==> src/rtl/alm_map.svh <==
`ifndef ALM_MAP_SVH
`define ALM_MAP_SVH
// ----------------------------------------
// Register offsets
// ----------------------------------------
`define ALM_CFG_OFS 8'h00
`define ALM_MASK_OFS 8'h06
`define ALM_LIMIT_OFS 8'h07
// ----------------------------------------
// Alert mask register fields
// ----------------------------------------
`define ALM_EN_HI 15
`define ALM_EN_LO 10
`define ALM_B_SHUNT_OVER 15
`define ALM_B_SHUNT_UNDER 14
`define ALM_B_RAIL_OVER 13
`define ALM_B_RAIL_UNDER 12
`define ALM_B_POWER_OVER 11
`define ALM_B_READY_EN 10
`define ALM_B_TRIP 4
`define ALM_B_DONE 3
`define ALM_B_OVF 2
`define ALM_B_POL 1
`define ALM_B_LATCH 0
// ----------------------------------------
// Configuration mode field
// ----------------------------------------
`define ALM_MODE_HI 2
`define ALM_MODE_CONT 2
`define ALM_MODE_MEAS_HI 1
// ----------------------------------------
// Reset values
// ----------------------------------------
`define ALM_EN_RST 6'h00
`define ALM_POL_RST 1'b0
`define ALM_LATCH_RST 1'b0
`define ALM_LIMIT_RST 16'h0000
`define ALM_MODE_RST 3'h7
`define ALM_RDATA_RST 16'h0000
`endif

==> src/rtl/alm_pkg.sv <==
package alm_pkg;
  // ----------------------------------------
  // Register access strobes
  // ----------------------------------------
  typedef struct packed {
    logic wr;
    logic rd;
    logic [7:0] addr;
    logic [15:0] wdata;
  } alm_regbus_t;
  // ----------------------------------------
  // Completed results from the datapath
  // ----------------------------------------
  typedef struct packed {
    logic shunt_done;
    logic rail_done;
    logic power_done;
    logic cycle_done;
    logic overflow;
    logic [15:0] shunt;
    logic [15:0] rail;
    logic [15:0] power;
  } alm_meas_t;
  typedef enum logic [2:0] {
    ALM_SEL_NONE = 3'b000,
    ALM_SEL_SHUNT_OVER = 3'b001,
    ALM_SEL_SHUNT_UNDER = 3'b010,
    ALM_SEL_RAIL_OVER = 3'b011,
    ALM_SEL_RAIL_UNDER = 3'b100,
    ALM_SEL_POWER_OVER = 3'b101
  } alm_sel_t;
  typedef struct packed {
    logic [5:0] enables;
    logic power_over_enable;
    logic len;
    logic [15:0] limit;
    logic [2:0] mode;
    logic trip_flag;
    logic done_flag;
    logic ovf_flag;
    logic ready_hold;
    logic [15:0] rdata;
  } alm_state_t;
  typedef struct packed {
    logic drive;
  } alm_pin_state_t;
endpackage : alm_pkg

==> src/rtl/alm_limit_cmp.sv <==
`timescale 1ns/1ns
module alm_limit_cmp (
  input logic [4:0] enables,
  input logic [15:0] limit,
  input alm_pkg::alm_meas_t meas,
  output alm_pkg::alm_sel_t sel,
  output logic eval,
  output logic trip
);
  // ----------------------------------------
  // Priority pick, highest enable wins
  // ----------------------------------------
  always_comb begin
    if (enables[4]) begin
      sel = alm_pkg::ALM_SEL_SHUNT_OVER;
    end else if (enables[3]) begin
      sel = alm_pkg::ALM_SEL_SHUNT_UNDER;
    end else if (enables[2]) begin
      sel = alm_pkg::ALM_SEL_RAIL_OVER;
    end else if (enables[1]) begin
      sel = alm_pkg::ALM_SEL_RAIL_UNDER;
    end else if (enables[0]) begin
      sel = alm_pkg::ALM_SEL_POWER_OVER;
    end else begin
      sel = alm_pkg::ALM_SEL_NONE;
    end
  end
  // ----------------------------------------
  // Signed compare on each completed result of the selected function
  // ----------------------------------------
  always_comb begin
    eval = 1'b0;
    trip = 1'b0;
    unique case (sel)
      alm_pkg::ALM_SEL_SHUNT_OVER: begin
        eval = meas.shunt_done;
        trip = meas.shunt_done && ($signed(meas.shunt) > $signed(limit));
      end
      alm_pkg::ALM_SEL_SHUNT_UNDER: begin
        eval = meas.shunt_done;
        trip = meas.shunt_done && ($signed(meas.shunt) < $signed(limit));
      end
      alm_pkg::ALM_SEL_RAIL_OVER: begin
        eval = meas.rail_done;
        trip = meas.rail_done && ($signed(meas.rail) > $signed(limit));
      end
      alm_pkg::ALM_SEL_RAIL_UNDER: begin
        eval = meas.rail_done;
        trip = meas.rail_done && ($signed(meas.rail) < $signed(limit));
      end
      alm_pkg::ALM_SEL_POWER_OVER: begin
        eval = meas.power_done;
        trip = meas.power_done && ($signed(meas.power) > $signed(limit));
      end
      default: begin
        eval = 1'b0;
        trip = 1'b0;
      end
    endcase
  end
endmodule : alm_limit_cmp

==> src/rtl/alm_alert_pin.sv <==
`timescale 1ns/1ns
module alm_alert_pin (
  input logic clk,
  input logic srst,
  input logic active,
  input logic power_over_enable,
  output logic pin_o,
  output logic pin_oe
);
  alm_pkg::alm_pin_state_t st_r;
  alm_pkg::alm_pin_state_t st_nxt;
  // ----------------------------------------
  // Open collector: only ever pulls low
  // ----------------------------------------
  always_comb begin
    st_nxt = st_r;
    st_nxt.drive = active ^ power_over_enable;
  end
  always_ff @(posedge clk) begin
    if (srst) begin
      st_r <= '0;
    end else begin
      st_r <= st_nxt;
    end
  end
  assign pin_o = 1'b0;
  assign pin_oe = st_r.drive;
endmodule : alm_alert_pin

==> src/rtl/alm_alert_core.sv <==
`timescale 1ns/1ns
`include "alm_map.svh"
// Summary of operation
// Shunt-over enable trips alert when shunt result exceeds the limit.
// Shunt-under enable trips alert when shunt result falls below the limit.
// Rail-over enable trips alert when bus result exceeds the limit.
// Rail-under enable trips alert when bus result falls below the limit.
// Power-over enable trips alert when power result exceeds the limit.
// Ready-alert enable asserts alert when the conversion-done flag sets.
// One limit function watched at a time, ready alert may join it.
// Several limit enables set: highest-numbered one alone is compared.
// Sixteen-bit limit register at offset 07h holds the threshold.
// Limit trip sets the limit-trip flag, distinct from ready alerts.
// Latched mode clears the limit-trip flag only on a mask register read.
// Transparent mode clears it after a completed result with no trip.
// Conversion-done flag sets only when the whole measurement cycle ends.
// Single-shot: config write, except power-down, clears conversion-done flag.
// Single-shot: mask register read clears conversion-done flag too.
// Overflow flag sets when arithmetic overflows, results may be invalid.
// Polarity bit: 1 active-high, 0 active-low open-collector alert.
// Latch bit: 1 latched, 0 transparent, transparent after reset.
// Transparent mode returns alert and flags idle once fault is gone.
// Latched mode holds alert and flags until host reads mask register.
// Compare once per completed result, shunt and power taken as signed.
module alm_alert_core (
  input logic clk,
  input logic srst,
  input alm_pkg::alm_regbus_t bus,
  input alm_pkg::alm_meas_t meas,
  output logic [15:0] reg_rdata,
  output logic alert_o,
  output logic alert_oe,
  output logic alert_active
);
  alm_pkg::alm_state_t st_r;
  alm_pkg::alm_state_t st_nxt;
  alm_pkg::alm_sel_t cmp_sel;
  logic mask_rd;
  logic mask_wr;
  logic limit_wr;
  logic cfg_wr;
  logic cfg_clears;
  logic single_shot;
  logic cmp_eval;
  logic cmp_trip;
  logic ready_part;
  logic [15:0] mask_view;

  // ----------------------------------------
  // Register decode
  // ----------------------------------------
  assign mask_rd = bus.rd && (bus.addr == `ALM_MASK_OFS);
  assign mask_wr = bus.wr && (bus.addr == `ALM_MASK_OFS);
  assign limit_wr = bus.wr && (bus.addr == `ALM_LIMIT_OFS);
  assign cfg_wr = bus.wr && (bus.addr == `ALM_CFG_OFS);
  assign single_shot = !st_r.mode[`ALM_MODE_CONT];
  // Power-down codes leave the flag alone
  assign cfg_clears = cfg_wr && !bus.wdata[`ALM_MODE_CONT]
    && (bus.wdata[`ALM_MODE_MEAS_HI:0] != 2'h0);

  always_comb begin
    mask_view = 16'h0000;
    mask_view[`ALM_EN_HI:`ALM_EN_LO] = st_r.enables;
    mask_view[`ALM_B_TRIP] = st_r.trip_flag;
    mask_view[`ALM_B_DONE] = st_r.done_flag;
    mask_view[`ALM_B_OVF] = st_r.ovf_flag;
    mask_view[`ALM_B_POL] = st_r.power_over_enable;
    mask_view[`ALM_B_LATCH] = st_r.len;
  end

  // ----------------------------------------
  // Limit selection and compare
  // ----------------------------------------
  alm_limit_cmp u_cmp (
    .enables(st_r.enables[5:1]),
    .limit(st_r.limit),
    .meas(meas),
    .sel(cmp_sel),
    .eval(cmp_eval),
    .trip(cmp_trip)
  );

  // ----------------------------------------
  // Alert sources
  // ----------------------------------------
  // Latched ready alert must outlive a done flag cleared by a config write
  assign ready_part = st_r.len ? st_r.ready_hold
    : (st_r.enables[0] && st_r.done_flag);
  assign alert_active = st_r.trip_flag || ready_part;

  alm_alert_pin u_pin (
    .clk(clk),
    .srst(srst),
    .active(alert_active),
    .power_over_enable(st_r.power_over_enable),
    .pin_o(alert_o),
    .pin_oe(alert_oe)
  );

  // ----------------------------------------
  // Next state
  // ----------------------------------------
  always_comb begin
    st_nxt = st_r;
    if (mask_wr) begin
      st_nxt.enables = bus.wdata[`ALM_EN_HI:`ALM_EN_LO];
      st_nxt.power_over_enable = bus.wdata[`ALM_B_POL];
      st_nxt.len = bus.wdata[`ALM_B_LATCH];
    end
    if (limit_wr) begin
      st_nxt.limit = bus.wdata;
    end
    if (cfg_wr) begin
      st_nxt.mode = bus.wdata[`ALM_MODE_HI:0];
    end
    // Limit trip flag; a set in the clear cycle wins
    if (st_r.len) begin
      if (mask_rd) begin
        st_nxt.trip_flag = 1'b0;
      end
    end else if (cmp_eval && !cmp_trip) begin
      st_nxt.trip_flag = 1'b0;
    end
    if (cmp_trip) begin
      st_nxt.trip_flag = 1'b1;
    end
    // Conversion done flag
    if (cfg_clears || (mask_rd && single_shot)) begin
      st_nxt.done_flag = 1'b0;
    end
    if (meas.cycle_done) begin
      st_nxt.done_flag = 1'b1;
    end
    // Overflow flag follows the same latch choice
    if (st_r.len) begin
      if (mask_rd) begin
        st_nxt.ovf_flag = 1'b0;
      end
    end else if (meas.cycle_done && !meas.overflow) begin
      st_nxt.ovf_flag = 1'b0;
    end
    if (meas.overflow) begin
      st_nxt.ovf_flag = 1'b1;
    end
    // Latched copy of the ready alert
    if (mask_rd) begin
      st_nxt.ready_hold = 1'b0;
    end
    if (meas.cycle_done && st_r.enables[0]) begin
      st_nxt.ready_hold = 1'b1;
    end
    // Read data shows flags as they stood before the read clears them
    if (bus.rd) begin
      if (bus.addr == `ALM_MASK_OFS) begin
        st_nxt.rdata = mask_view;
      end else if (bus.addr == `ALM_LIMIT_OFS) begin
        st_nxt.rdata = st_r.limit;
      end else begin
        st_nxt.rdata = 16'h0000;
      end
    end
  end

  always_ff @(posedge clk) begin
    if (srst) begin
      st_r <= '0;
      st_r.enables <= `ALM_EN_RST;
      st_r.power_over_enable <= `ALM_POL_RST;
      st_r.len <= `ALM_LATCH_RST;
      st_r.limit <= `ALM_LIMIT_RST;
      st_r.mode <= `ALM_MODE_RST;
      st_r.rdata <= `ALM_RDATA_RST;
    end else begin
      st_r <= st_nxt;
    end
  end

  assign reg_rdata = st_r.rdata;
endmodule : alm_alert_core

==> config.mk <==
export PLATFORM = sky130hd
export DESIGN_NAME = alm_alert_core
export DESIGN_NICKNAME = d
export VERILOG_FILES = /design/src/rtl/alm_pkg.sv /design/src/rtl/alm_limit_cmp.sv /design/src/rtl/alm_alert_pin.sv /design/src/rtl/alm_alert_core.sv
export VERILOG_INCLUDE_DIRS = /design/src /design/src/rtl
export SDC_FILE = /design/constraint.sdc
export NUM_CORES = 1
export LEC_CHECK = 0
export BUFFER_PORTS_ARGS = -buffer_cell sky130_fd_sc_hd__buf_4
export CAP_MARGIN = 25
export CORE_ASPECT_RATIO = 1.4
export CORE_MARGIN = 2
export CORE_UTILIZATION = 55
export CTS_BUF_LIST = sky130_fd_sc_hd__clkbuf_16
export CTS_CLUSTER_SIZE = 8
export DETAILED_ROUTE_END_ITERATION = 12
export PLACE_DENSITY = 0.95
export SETUP_SLACK_MARGIN = 0.1
export SLEW_MARGIN = 20
export SYNTH_ARGS = -nofsm -noshare
export SYNTH_HDL_FRONTEND = slang
export SYNTH_SLANG_ARGS = --single-unit
==> constraint.sdc <==
create_clock -name clk -period 3.5 [get_ports clk]
set_input_delay 0.7 -clock clk [delete_from_list [all_inputs] [get_ports clk]]
set_output_delay 0.7 -clock clk [all_outputs]
set_load 0.03 [all_outputs]
== Word level (Yosys, flattened, before mapping) ==
Index checks and enable logic that the tools add are counted.

* Reduce and logical (&&, ||, !) cells: 32
* Muxes and demuxes: 20
* Magnitude comparators: 5
* Equality and inequality tests: 9
* Bitwise operators: 1

{| class="wikitable"
|+ Operators by type and width
! kind !! number
|-
| greater-than comparator 16 bit || 3
|-
| < comparator 16 bit || 2
|-
| 2-to-1 mux 16 bit || 2
|-
| equality test 8 x 3 -> 1 bit, second input constant || 2
|-
| logical AND 1 bit || 16
|-
| 2-to-1 mux 3 bit || 5
|-
| 2-to-1 mux 1 bit || 11
|-
| logical NOT 8 bit || 1
|-
| equality test 3 x 2 -> 1 bit, second input constant || 2
|-
| equality test 3 bit, second input constant || 2
|-
| nonzero test 2 bit || 3
|-
| nonzero test 3 bit || 2
|-
| case mux 1 bit (5 select lines) || 1
|-
| logical NOT 1 bit || 4
|-
| AND reduction 2 bit || 2
|-
| OR reduction 2 bit || 2
|-
| equality test 3 x 1 -> 1 bit, second input constant || 1
|-
| inequality test 3 x 1 -> 1 bit, second input constant || 1
|-
| inequality test 3 x 2 -> 1 bit, second input constant || 1
|-
| case mux 1 bit (3 select lines) || 1
|-
| logical OR 1 bit || 2
|-
| XOR 1 bit || 1
|}

* Word-level logic and storage cells: 78
* Bits in registers: 48

== Depth between registers and ports, before layout ==
Gate-level depths: netlist of run 1.

* Depth in word-level cells: 12
* Gate-level depth with buffers: 9

== Hierarchy ==
From an unflattened synthesis of run 1, not the netlist that was laid out.

* Cell total of the unflattened synthesis: 354
* Area, all modules: 3141.8 µm²

{| class="wikitable"
|+ By module, submodules not included
! module !! cells an instance !! times used !! area each (µm²) !! sequential area each (µm²)
|-
| alm_alert_core || 185 || 1 || 1864.3 || 900.9
|-
| alm_limit_cmp || 164 || 1 || 1233.7 || 0.0
|-
| alm_alert_pin || 5 || 1 || 43.8 || 20.0
|}

== Worst setup path before layout of run 1 ==
Ideal clock, no wire load.

* Path type: input-to-reg
* Start point: input meas[39] (netlist bit)
* End point: register st_r (netlist bit mask_view[4])
* Required time: 3369 ps
* Library setup time: 131 ps
* Arrival time: 2208 ps
* Stages on the path: 8
* Slack: 1162 ps
* Cells stage by stage: ha_1 a21oi_1 o21ai_0 a22oi_1 nor4b_1 mux2_2 a2bb2oi_1 a31oi_1

* Cells in the longest elaborated chain, start to end: 7

{| class="wikitable"
|+ Ends and longest elaborated chain
! what !! RTL line !! text
|-
| start, declared || alm_alert_core.sv:29 || <nowiki>input alm_pkg::alm_meas_t meas,</nowiki>
|-
| < comparator 16 bit / greater-than comparator 16 bit (equally long branches) || alm_limit_cmp.sv:41, alm_limit_cmp.sv:37 ||
|-
| logical AND 1 bit, on equally long branches || alm_limit_cmp.sv:41, alm_limit_cmp.sv:37 ||
|-
| case mux 1 bit (5 select lines) (*) || alm_limit_cmp.sv:34 || <nowiki>unique case (sel)</nowiki>
|-
| logical NOT 1 bit || alm_alert_core.sv:121 || <nowiki>end else if (cmp_eval && !cmp_trip) begin</nowiki>
|-
| logical AND 1 bit || alm_alert_core.sv:121 ||
|-
| nonzero test 3 bit (no line) || - ||
|-
| AND reduction 2 bit (no line) || - ||
|-
| end signal, assigned || alm_alert_core.sv:174 || <nowiki>st_r <= st_nxt;</nowiki>
|-
| end, declared || alm_alert_core.sv:35 || <nowiki>alm_pkg::alm_state_t st_r;</nowiki>
|}

Every way passes the cells marked *; elsewhere a longest branch is shown, timed or not.
A chain may end at the register's enable or synchronous reset.

== Worst setup path in the final report of run 1 ==
* Start point: input meas[47] (netlist bit)
* End point: register st_r (netlist bit mask_view[4])

Same word-level chain as after synthesis.

==> qor.csv, run 1 <==
stage,metric,value,unit
place,dpl hpwl,6780,µm
critical_path,crit end category,register,
route,vias post-DR,3130,
synth,synth warn,0,
cells_and_area,# diodes,0,
synth,number of enable flip-flop cells after synthesis,0,
synth,Main synth FF type,dfxtp_1,
die,Die Span Y,94.0,µm
route,vias per cell,6.09,
die,die area,6420,µm²
critical_path,largest fanout on the critical path,4,
sta,"Slew Viols, Final",0,
clocking,postcts setup bufs,0,
synth,Synth area leaders,"dfxtp_1 29%, ha_1 19%, nor2_1 5.5%, mux2i_1 5.4%, mux2_2 4.2%",
synth,top-count cell post-synth,ha_1,
die,core footprint,5570,µm²
route,DRC viols,0,
clocking,TritonCTS Buffers,5,
critical_path,Worst path slowest cell,nor4_1,
clocking,CTS Sinks,46,
route,Iteration-0 DRC Markers,159,
synth,Synth cell types,52,
critical_path,critical path type,in -> reg,
sta,Worst Tran Pin Value,0.589,ns
critical_path,Worst EP required,3.65,ns
clocking,clk_lat worst skew,0.29,ns
clocking,clock-pin slew on the worst setup and hold paths,0.06,ns
die,Starting Density,0.571,
route,first-pass iteration count of the detailed router,5,
clocking,root buf cell,clkbuf_16,
sta,Rel. slew slack,0.605,
sta,Final Critical Period,2.61,ns
die,floorplan row count,32,
cells_and_area,share of cells above drive strength 1,0.285,
sta,Final Skew,0.00359,ns
grt,vias in the first global route,3184,
clocking,Post-CTS Hold Buffers,0,
grt,largest net degree at the start of global routing,47,
critical_path,CP arrival,2.77,ns
clocking,Longest Clk Path Bufs,2,
grt,GRT Residual Overflow,0,
cells_and_area,nets@finish,574,
place,port bufs,98,
job,maxcap violations,0,
route,drt wl/cell,17.3,µm
sta,RSZ-0062 raised after global routing,false,
critical_path,Worst setup SP type,primary input,
clocking,CTS H-tree lvls,2,
sta,fin crit share,0.747,
sta,Hold Fails Final Rpt,0,
synth,Seq cells post-synth,46,
synth,cell area after synthesis,3180,µm²
grt,initial antenna violation count,0,
route,final wirelength,8890,µm
synth,Mean Syn Cell Area,8.67,µm²
power_and_ir_drop,Worst VDD drop,0.379,mV
cells_and_area,synth-to-layout area growth,26.5,%
sta,# setup viols final,0,
clocking,CTS tree,done,
cells_and_area,fin cells,514,
die,num ports,100,
clocking,cells resized by post-CTS repair,0,
synth,Synth top area share,0.290,
sta,Fin Setup TNS,0,ns
die,die width,68.3,µm
grt,first-pass GRT wire length,13800,µm
critical_path,CP peak stage delay,0.54,ns
power_and_ir_drop,P_leak,0.00185,µW
synth,ys async rst share,0,
grt,Total GRT Usage,0.284,
synth,post-synthesis cell count,367,
sta,Peak Freq,0.383,GHz
synth,syn_nets,496,
worst_hold_path,worst hold path type,reg -> reg,
synth,Post-synth top cells,"48 x ha_1, 47 x nor2_1, 46 x dfxtp_1",
place,"number of placed instances, taps included",506,
critical_path,reg2reg setup slack,0.91,ns
critical_path,sequence of cells on the critical path,buf_4 -> ha_1 -> nand4_1 -> nor4_1 -> a21boi_1 -> nor4b_1 -> mux2_2 -> a2bb2oi_1 -> a31oi_1,
route,Routed Antenna Nets,0,
synth,post-synthesis sequential area ratio,0.290,
place,GPL Wtd Cong,0.840,
synth,"area leader, netlist",dfxtp_1,
status,outcome,completed,
power_and_ir_drop,Power Dens Cells,326,nW/µm²
-- final timing paths --
| path | from | end | depth (start not counted) |
|---|---|---|---|
| setup / recovery | meas[47] | mask_view[4] | 9 |
| hold / removal | mask_view[1] | mask_view[1] | 2 |
| setup reg to reg | st_r[38] | mask_view[4] | 9 |
| hold reg to reg | mask_view[1] | mask_view[1] | 2 |
-- final cells by class --
| cell class | instances | area [µm²] |
|---|---|---|
| tap | 68 | 85.1 |
| inverter | 21 | 78.8 |
| multi-input combinational | 272 | 2000 |
| sequential | 46 | 921 |
| timing repair buffer | 99 | 743 |
| clock buffer | 5 | 125 |
| clock inverter | 3 | 68.8 |
| fill | 396 | 1540 |
-- metal layers --
layer	vias up	GRT usage	part of all wire
met2	147	0.511	0.53
met3	39	0.0396	0.055
met1	1486	0.300	0.37
met4	0	0.172	0.047
li1	1458	-	-
met5	-	0	0
-- sequential cells by signal (all words and copies together) (netlist names) --
name	cells
mask_view	11
st_r	18
reg_rdata	16
u_pin.pin_oe	1
-- cells in the final DEF, fill, tap and decap left out, types with 2 or more instances in the layout --
cell type,netlist,routed
a221oi_1,2,2
mux2i_1,17,17
o21bai_1,3,3
nor4b_1,2,2
a21oi_1,25,25
clkbuf_16,0,5
a211o_1,3,3
ha_1,48,48
o21ai_0,8,8
nor3_1,3,3
nor3_2,2,2
a21o_1,3,3
and4_1,2,2
nand3_1,5,5
mux2_2,12,12
nand2b_1,3,3
or3_1,2,2
buf_4,17,99
dfxtp_1,46,46
inv_1,20,20
a32oi_1,6,6
nor2_1,47,47
a31oi_1,2,2
nor2b_1,4,4
nand4_1,6,6
o211ai_1,2,2
bufinv_16,0,2
nand2_1,32,32
a22oi_1,13,13
-- per-stage QoR --
step	total power [µW]	hold WS (ns)	cell area, µm²	setup slack, ns	util
after floorplan	618	0.443	3180	1.16	-
after global placement	705	0.456	3830	0.681	0.688
after detailed placement	714	0.473	3830	0.634	0.688
after CTS	1310	0.489	4020	0.932	0.723
after global routing	1350	0.517	4020	0.710	0.723
final	1310	0.487	4020	0.886	0.723
-- where the power goes --
part           switching, µW  total [µW]  internal, µW
logic                   80.1         179          98.6
clock network            197         607           410
registers               1.43         527           525
total                    279        1310          1030
-- worst max-delay path: cells and delay by family --
kind	cells	cell delay (ns)
compound gates	3	0.55
simple gates	3	0.81
mux	1	0.27
fa+ha+maj	1	0.33
buf+inv	1	0.11
-- cell families after synthesis --
family,share of synthesized area
AO/OA/AOI/OAI,0.157
AND/OR/NAND/NOR,0.183
multiplexers,0.0960
buffers and inverters,0.0810
adder cells (fa/ha/maj),0.189
flip-flops,0.290
other,0.00118
XOR/XNOR,0.00275
No activity file was read; power rests on OpenSTA's default activity.
==> run 2: changes to the inputs <==
--- a/config.mk
+++ b/config.mk
@@ -10,11 +10,11 @@
 export CAP_MARGIN = 25
 export CORE_ASPECT_RATIO = 1.4
 export CORE_MARGIN = 2
-export CORE_UTILIZATION = 55
+export CORE_UTILIZATION = 47
 export CTS_BUF_LIST = sky130_fd_sc_hd__clkbuf_16
 export CTS_CLUSTER_SIZE = 8
 export DETAILED_ROUTE_END_ITERATION = 12
-export PLACE_DENSITY = 0.95
+export PLACE_DENSITY = 0.89
 export SETUP_SLACK_MARGIN = 0.1
 export SLEW_MARGIN = 20
 export SYNTH_ARGS = -nofsm -noshare
==> constraint.sdc (replaced) <==
create_clock -name clk -period 2.3 [get_ports clk]
set_input_delay 0.46 -clock clk [delete_from_list [all_inputs] [get_ports clk]]
set_output_delay 0.46 -clock clk [all_outputs]
set_load 0.03 [all_outputs]
==> run 2 against run 1 <==
- register-to-register slack got worse by 0.83 ns
- first-iteration DRC count is 38% lower
- sequential cell count unchanged
- sequential share of layout area decreased by 0.78 points
- non-clock buffer count increased by 10
- setup slack lost 0.81 ns
- final cell count increased by 3.1%
- clock power increased by 10%
- worst hold slack got worse by 0.068 ns
==> qor.csv, run 2 (synthesized netlist as in run 1, its figures left out) <==
stage,metric,value,unit,change
grt,first-pass GRT wire length,13700,µm,-1.0%
critical_path,crit end category,register,,
sta,Peak Freq,0.450,GHz,
power_and_ir_drop,reported net switching power,413,µW,+48%
cells_and_area,share of cells above drive strength 1,0.373,,+0.0881
power_and_ir_drop,Clk pwr share,0.379,,-0.084
grt,Total GRT Usage,0.232,,-0.0520
clocking,TritonCTS Buffers,5,,unchanged
place,Placed Area,3900,µm²,+1.9%
critical_path,CP arrival,2.37,ns,-0.40 ns
job,maxcap violations,0,,unchanged
sta,Final Critical Period,2.22,ns,
clocking,CTS Sinks,46,,unchanged
clocking,root buf cell,clkbuf_16,,
cells_and_area,synth-to-layout area growth,33.6,%,
cells_and_area,final core utilization,0.647,,-0.0760
die,Die Span Y,101,µm,+7.8%
cells_and_area,largest register by flop count,st_r,,
sta,RSZ-0062 raised after global routing,true,,
power_and_ir_drop,Worst VDD drop,0.294,mV,-22%
die,core footprint,6570,µm²,+18%
die,die area,7450,µm²,+16%
route,drt wl/cell,16.4,µm,-5.0%
sta,Hold Fails Final Rpt,0,,unchanged
route,vias post-DR,3017,,-3.6%
route,vias per cell,5.69,,-6.5%
route,first-pass iteration count of the detailed router,4,,-1
power_and_ir_drop,Gate power share,0.169,,+0.033
cells_and_area,number of flip-flops in the largest register,18,,unchanged
clocking,CTS H-tree lvls,2,,unchanged
power_and_ir_drop,total power,1770,µW,+35%
worst_hold_path,worst hold path type,in -> reg,,
critical_path,Worst EP required,2.45,ns,-1.20 ns
critical_path,sequence of cells on the critical path,inv_4 -> ha_4 -> nand4_1 -> nor4_4 -> a21boi_4 -> nor4b_4 -> mux2_2 -> a2bb2oi_2 -> a31oi_1,,
grt,vias in the first global route,3126,,-1.8%
die,die width,73.5,µm,+7.7%
power_and_ir_drop,P_leak,0.00193,µW,+4.5%
die,num ports,100,,unchanged
grt,initial antenna violation count,0,,unchanged
critical_path,Worst path slowest cell,dfxtp_4,,
place,dpl hpwl,6790,µm,+0.20%
grt,largest net degree at the start of global routing,47,,unchanged
cells_and_area,# diodes,0,,unchanged
place,dpl ws,-0.289,ns,-0.923 ns
critical_path,largest fanout on the critical path,3,,-1
critical_path,CP peak stage delay,0.37,ns,-0.17 ns
power_and_ir_drop,Power Dens Cells,416,nW/µm²,+28%
cells_and_area,Filler cells,523,,+32%
place,port bufs,98,,unchanged
sta,# setup viols final,0,,unchanged
grt,GRT Residual Overflow,0,,unchanged
power_and_ir_drop,register share of total power,0.452,,+0.051
die,floorplan row count,35,,+9.4%
sta,fin crit share,0.965,,
clocking,clock-pin slew on the worst setup and hold paths,0.06,ns,about the same
die,Starting Density,0.484,,-0.0873
cells_and_area,"most common cell after layout, fill and taps aside",buf_4,,
power_and_ir_drop,Sw Ratio,0.233,,+0.0211
sta,"Slew Viols, Final",0,,unchanged
clocking,CTS tree,done,,
clocking,Longest Clk Path Bufs,2,,unchanged
sta,Final Skew,0.00219,ns,-0.00141 ns
place,GPL Wtd Cong,0.883,,+5.0%
route,DRC viols,0,,unchanged
cells_and_area,most frequent cells in the layout,"108 x buf_4, 47 x nor2_1, 41 x ha_1",,
route,Routed Antenna Nets,0,,unchanged
critical_path,critical path type,reg -> reg,,
route,Iteration-0 DRC Markers,99,,-38%
status,outcome,completed,,
cells_and_area,Finished Cell Area,4250,µm²,+5.6%
clocking,clk_lat worst skew,0.28,ns,about the same
power_and_ir_drop,internal power,1360,µW,+31%
cells_and_area,nets@finish,584,,+1.7%
critical_path,Worst setup SP type,register,,
route,final wirelength,8710,µm,-2.1%
sta,setup ws final,0.0802,ns,-0.806 ns
-- run 2: worst paths after layout --
check / slack, ns / startpoint / cells past startpoint / end
hold reg to reg: 0.49 / reg_rdata[7] / 2 / reg_rdata[7]
hold / removal: 0.42 / bus[8] / 3 / st_r[31]
setup reg to reg: 0.08 / st_r[34] / 9 / mask_view[4]
setup / recovery: 0.08 / st_r[34] / 9 / mask_view[4]
-- run 2: layer usage --
metal / GRT usage / wire, µm / up-vias
li1: - / - / 1481
met1: 0.263 / 3390 / 1401
met2: 0.416 / 4680 / 109
met3: 0.0249 / 339 / 26
met4: 0.127 / 304 / 0
met5: 0 / 0 / -
-- run 2: cell type report --
type                            count  area [µm²]  share of cell area
Clock inverter                      3        12.5             0.00294
Sequential cell                    46         940               0.221
Multi-Input combinational cell    272        2160               0.509
Clock buffer                        5         125              0.0294
Tap cell                           74        92.6              0.0218
Timing Repair Buffer              109         831               0.195
Inverter                           21        86.3              0.0203
-- run 2: critical path, delay by kind of cell, from the launching register on --
family,cells,cell delay (ns)
buf+inv,1,0.05
fa+ha+maj,1,0.27
mux,1,0.29
simple gates,3,0.60
compound gates,3,0.50
flops,1,0.37
-- run 2: what timing repair did --
action | in CTS | in global routing
pin swaps | 6 | 6
gates resized for setup | 26 | 19
hold buffers | 0 | 0
endpoints found under the setup margin | 1 | 1
cloned | 0 | 0
buffers inserted | 2 | 1
-- run 2: metrics by stage --
step	hold slack [ns]	TNS, ns	cells
after CTS	0.414	0	529
after global placement	0.461	-0.331	519
after global routing	0.423	-0.00364	530
after floorplan	0.443	0	367
after detailed placement	0.474	-0.289	519
final	0.419	0	530
-- run 2: power by group through the flow --
| stage | Combinational [µW] | Sequential (µW) | Clock, µW |
|---|---|---|---|
| finish | 299 | 800 | 670 |
| CTS | 285 | 802 | 676 |
| detailed placement | 272 | 819 | 0 |
| global route | 328 | 799 | 709 |
| global placement | 263 | 819 | 0 |
| floorplan | 122 | 819 | 0 |
==> run 3: changes to the inputs <==
--- a/config.mk
+++ b/config.mk
@@ -6,6 +6,7 @@
 export SDC_FILE = /design/constraint.sdc
 export NUM_CORES = 1
 export LEC_CHECK = 0
+export ABC_AREA = 1
 export BUFFER_PORTS_ARGS = -buffer_cell sky130_fd_sc_hd__buf_4
 export CAP_MARGIN = 25
 export CORE_ASPECT_RATIO = 1.4
==> run 3 against run 2 <==
- sequential power is 0.5% higher
- critical path depth rose by 7
- first-iteration DRC count is 2.0% lower
- critical endpoint unchanged
- worst hold slack worse by 0.016 ns
- power grew 8.2%
==> qor.csv, run 3 <==
stage,metric,value,unit,change
route,drt wl/cell,13.8,µm,-16%
clocking,CTS Sinks,46,,unchanged
clocking,Longest Clk Path Bufs,2,,unchanged
clocking,clk_lat worst skew,0.29,ns,about the same
route,Routed Antenna Nets,0,,unchanged
clocking,TritonCTS Buffers,5,,unchanged
cells_and_area,most frequent cells in the layout,"118 x nand2_1, 100 x buf_4, 70 x inv_1",,
place,dpl hpwl,7330,µm,+7.9%
clocking,clock-pin slew on the worst setup and hold paths,0.06,ns,about the same
cells_and_area,largest register by flop count,st_r,,
synth,Synth area leaders,"dfxtp_1 28%, ha_1 18%, nand2_1 13%, inv_1 7.7%, a21oi_1 7.3%",,
synth,cell area after synthesis,3350,µm²,+5.2%
synth,Main synth FF type,dfxtp_1,,
cells_and_area,number of flip-flops in the largest register,18,,unchanged
synth,top-count cell post-synth,nand2_1,,
synth,Mean Syn Cell Area,7.03,µm²,-19%
clocking,CTS H-tree lvls,2,,unchanged
sta,# setup viols final,0,,unchanged
critical_path,RR Startpoint,st_r[38],,
route,Iteration-0 DRC Markers,97,,-2.0%
grt,GR peak layer,met2,,
grt,largest net degree at the start of global routing,33,,-30%
critical_path,reg2reg setup slack,0.40,ns,+0.32 ns
power_and_ir_drop,Worst VDD drop,0.483,mV,+64%
cells_and_area,# diodes,0,,unchanged
sta,Final Skew,0.00790,ns,+0.00571 ns
clocking,postcts setup bufs,0,,-2
critical_path,R2R depth,16,,+7
worst_hold_path,worst hold path type,in -> reg,,
cells_and_area,nets@finish,684,,+17%
place,GPL Wtd Cong,0.917,,+3.9%
synth,"area leader, netlist",dfxtp_1,,
sta,RSZ-0062 raised after global routing,false,,
critical_path,Worst setup SP type,register,,
clocking,CTS tree,done,,
synth,ys async rst share,0,,unchanged
route,vias post-DR,3396,,+13%
sta,Peak Freq,0.525,GHz,+17%
grt,first-pass GRT wire length,14700,µm,+7.2%
power_and_ir_drop,P_leak,0.00207,µW,+7.2%
synth,mux cell area share after synthesis,0.00299,,-0.0930
synth,post-synthesis cell count,476,,+30%
cells_and_area,share of cells above drive strength 1,0.241,,-0.132
synth,post-synthesis adder-cell area fraction,0.180,,-0.00932
worst_hold_path,Hold EP,st_r[22],,
cells_and_area,"most common cell after layout, fill and taps aside",nand2_1,,
worst_hold_path,min-delay src,bus[2],,
critical_path,critical path type,reg -> reg,,
cells_and_area,synth-to-layout area growth,25.6,%,
clocking,Post-CTS Hold Buffers,0,,unchanged
cells_and_area,fin cells,651,,+23%
sta,"Slew Viols, Final",0,,unchanged
synth,synth warn,0,,unchanged
synth,Synth Area in Simple Gates,0.235,,+0.0515
place,dpl ws,0.254,ns,+0.543 ns
grt,grt met2 use,0.427,,+0.0112
place,port bufs,98,,unchanged
grt,initial antenna violation count,0,,unchanged
critical_path,R2R Path End,mask_view[4],,
die,num ports,100,,unchanged
critical_path,CP arrival,2.08,ns,-0.29 ns
die,floorplan row count,36,,+2.9%
sta,fin crit share,0.828,,-0.137
synth,main combinational cell family by area after synthesis,simple AND/OR/NAND/NOR gates,,
die,die area,7820,µm²,+4.9%
route,vias per cell,5.22,,-8.4%
clocking,root buf cell,clkbuf_16,,
grt,met3 usage,0.0379,,+0.0131
job,maxcap violations,0,,unchanged
die,die width,75.3,µm,+2.4%
sta,setup ws final,0.395,ns,+0.315 ns
cells_and_area,final core utilization,0.606,,-0.0413
sta,hold slack,0.403,ns,-0.0157 ns
synth,Post-Synth XOR/XNOR Area,0,,-0.00275
synth,Post-synth top cells,"118 x nand2_1, 69 x inv_1, 49 x a21oi_1",,
clocking,cells resized by post-CTS repair,0,,-100%
sta,Hold Fails Final Rpt,0,,unchanged
grt,Total GRT Usage,0.240,,+0.00813
die,core footprint,6940,µm²,+5.6%
place,"number of placed instances, taps included",643,,+24%
worst_hold_path,WHS Path Cells,3,,unchanged
synth,compound-cell area share of the yosys netlist,0.165,,+0.00757
power_and_ir_drop,Power Dens Cells,456,nW/µm²,+9.5%
status,outcome,completed,,
sta,Fin Setup TNS,0,ns,unchanged
sta,Final Critical Period,1.90,ns,-0.315 ns
die,Die Span Y,104,µm,+2.5%
synth,syn_nets,605,,+22%
synth,Seq cells post-synth,46,,unchanged
grt,GR Util met1,0.249,,-0.0138
route,final wirelength,9010,µm,+3.5%
route,first-pass iteration count of the detailed router,4,,unchanged
grt,vias in the first global route,3409,,+9.1%
die,Starting Density,0.482,,-0.00187
synth,post-synthesis sequential area ratio,0.275,,-0.0143
synth,Synth cell types,32,,-38%
critical_path,Worst EP required,2.48,ns,+0.03 ns
grt,GRT Residual Overflow,0,,unchanged
critical_path,largest fanout on the critical path,5,,+2
route,DRC viols,0,,unchanged
synth,Synth top area share,0.275,,-0.0143
synth,number of enable flip-flop cells after synthesis,0,,unchanged
critical_path,crit end category,register,,
run 3: changes by cell type after synthesis, sizes merged, moves of 4 or more:
cell / before / now
inv: 20 / 78
a32oi: 6 / 0
o221ai: 0 / 8
mux2: 12 / 0
nand3: 5 / 19
o21ai: 9 / 29
a21oi: 25 / 50
nor2b: 4 / 0
nor2: 47 / 23
nand2: 33 / 123
mux2i: 17 / 1
a22oi: 13 / 0
run 3: critical path: stages, from the launching register on:
cell and delay, ns:
dfxtp_1 0.30, inv_1 0.15, ha_1 0.32, nand2_2 0.11, inv_1 0.04, nand2_1 0.06, nand2_1 0.05, a21oi_1 0.15
nand3_1 0.09, nand2_1 0.09, nand2_2 0.06, nand2_1 0.06, nand2_1 0.04, nand2_1 0.08, nand3_2 0.06, nor2_2 0.09
nor2_2 0.03
run 3: layer usage:
metal	share of wire	vias up
met2	0.51	136
met3	0.052	42
li1	-	1706
met1	0.37	1512
met4	0.070	0
met5	0	-
run 3: cell families after synthesis:
| group | Yosys count |
|---|---|
| buffers and inverters | 106 |
| AO/OA/AOI/OAI | 97 |
| other | 1 |
| adder cells (fa/ha/maj) | 48 |
| AND/OR/NAND/NOR | 177 |
| multiplexers | 1 |
| flip-flops | 46 |
run 3: layout make-up:
cell class / instances / area [µm²]
Multi-Input combinational cell: 324 / 1950
Inverter: 78 / 293
Sequential cell: 46 / 921
Fill cell: 636 / 2740
Timing Repair Buffer: 100 / 751
Clock inverter: 3 / 41.3
Clock buffer: 5 / 125
Tap cell: 95 / 119
run 3: how the worst max path moves through the flow:
stage,start,endpoint,slack (ns),cells after the start
floorplan,meas[31],mask_view[4],0.52,15
global placement,meas[43],mask_view[4],0.33,15
detailed placement,meas[31],mask_view[4],0.25,16
CTS,st_r[34],mask_view[4],0.40,16
global route,st_r[38],mask_view[4],0.11,16
finish,st_r[38],mask_view[4],0.40,16
run 3: report_power, final:
group | internal, µW | switching (µW) | total, µW
Combinational | 156 | 153 | 309
Clock | 508 | 292 | 800
Sequential | 802 | 2.58 | 804
run 3: per-stage QoR:
step           total power (µW)  area [µm²]
2_1_floorplan               976        3350
3_3_place_gp               1120        4040
3_5_place_dp               1130        4040
4_1_cts                    1920        4200
5_1_grt                    2000        4200
6_report                   1910        4200
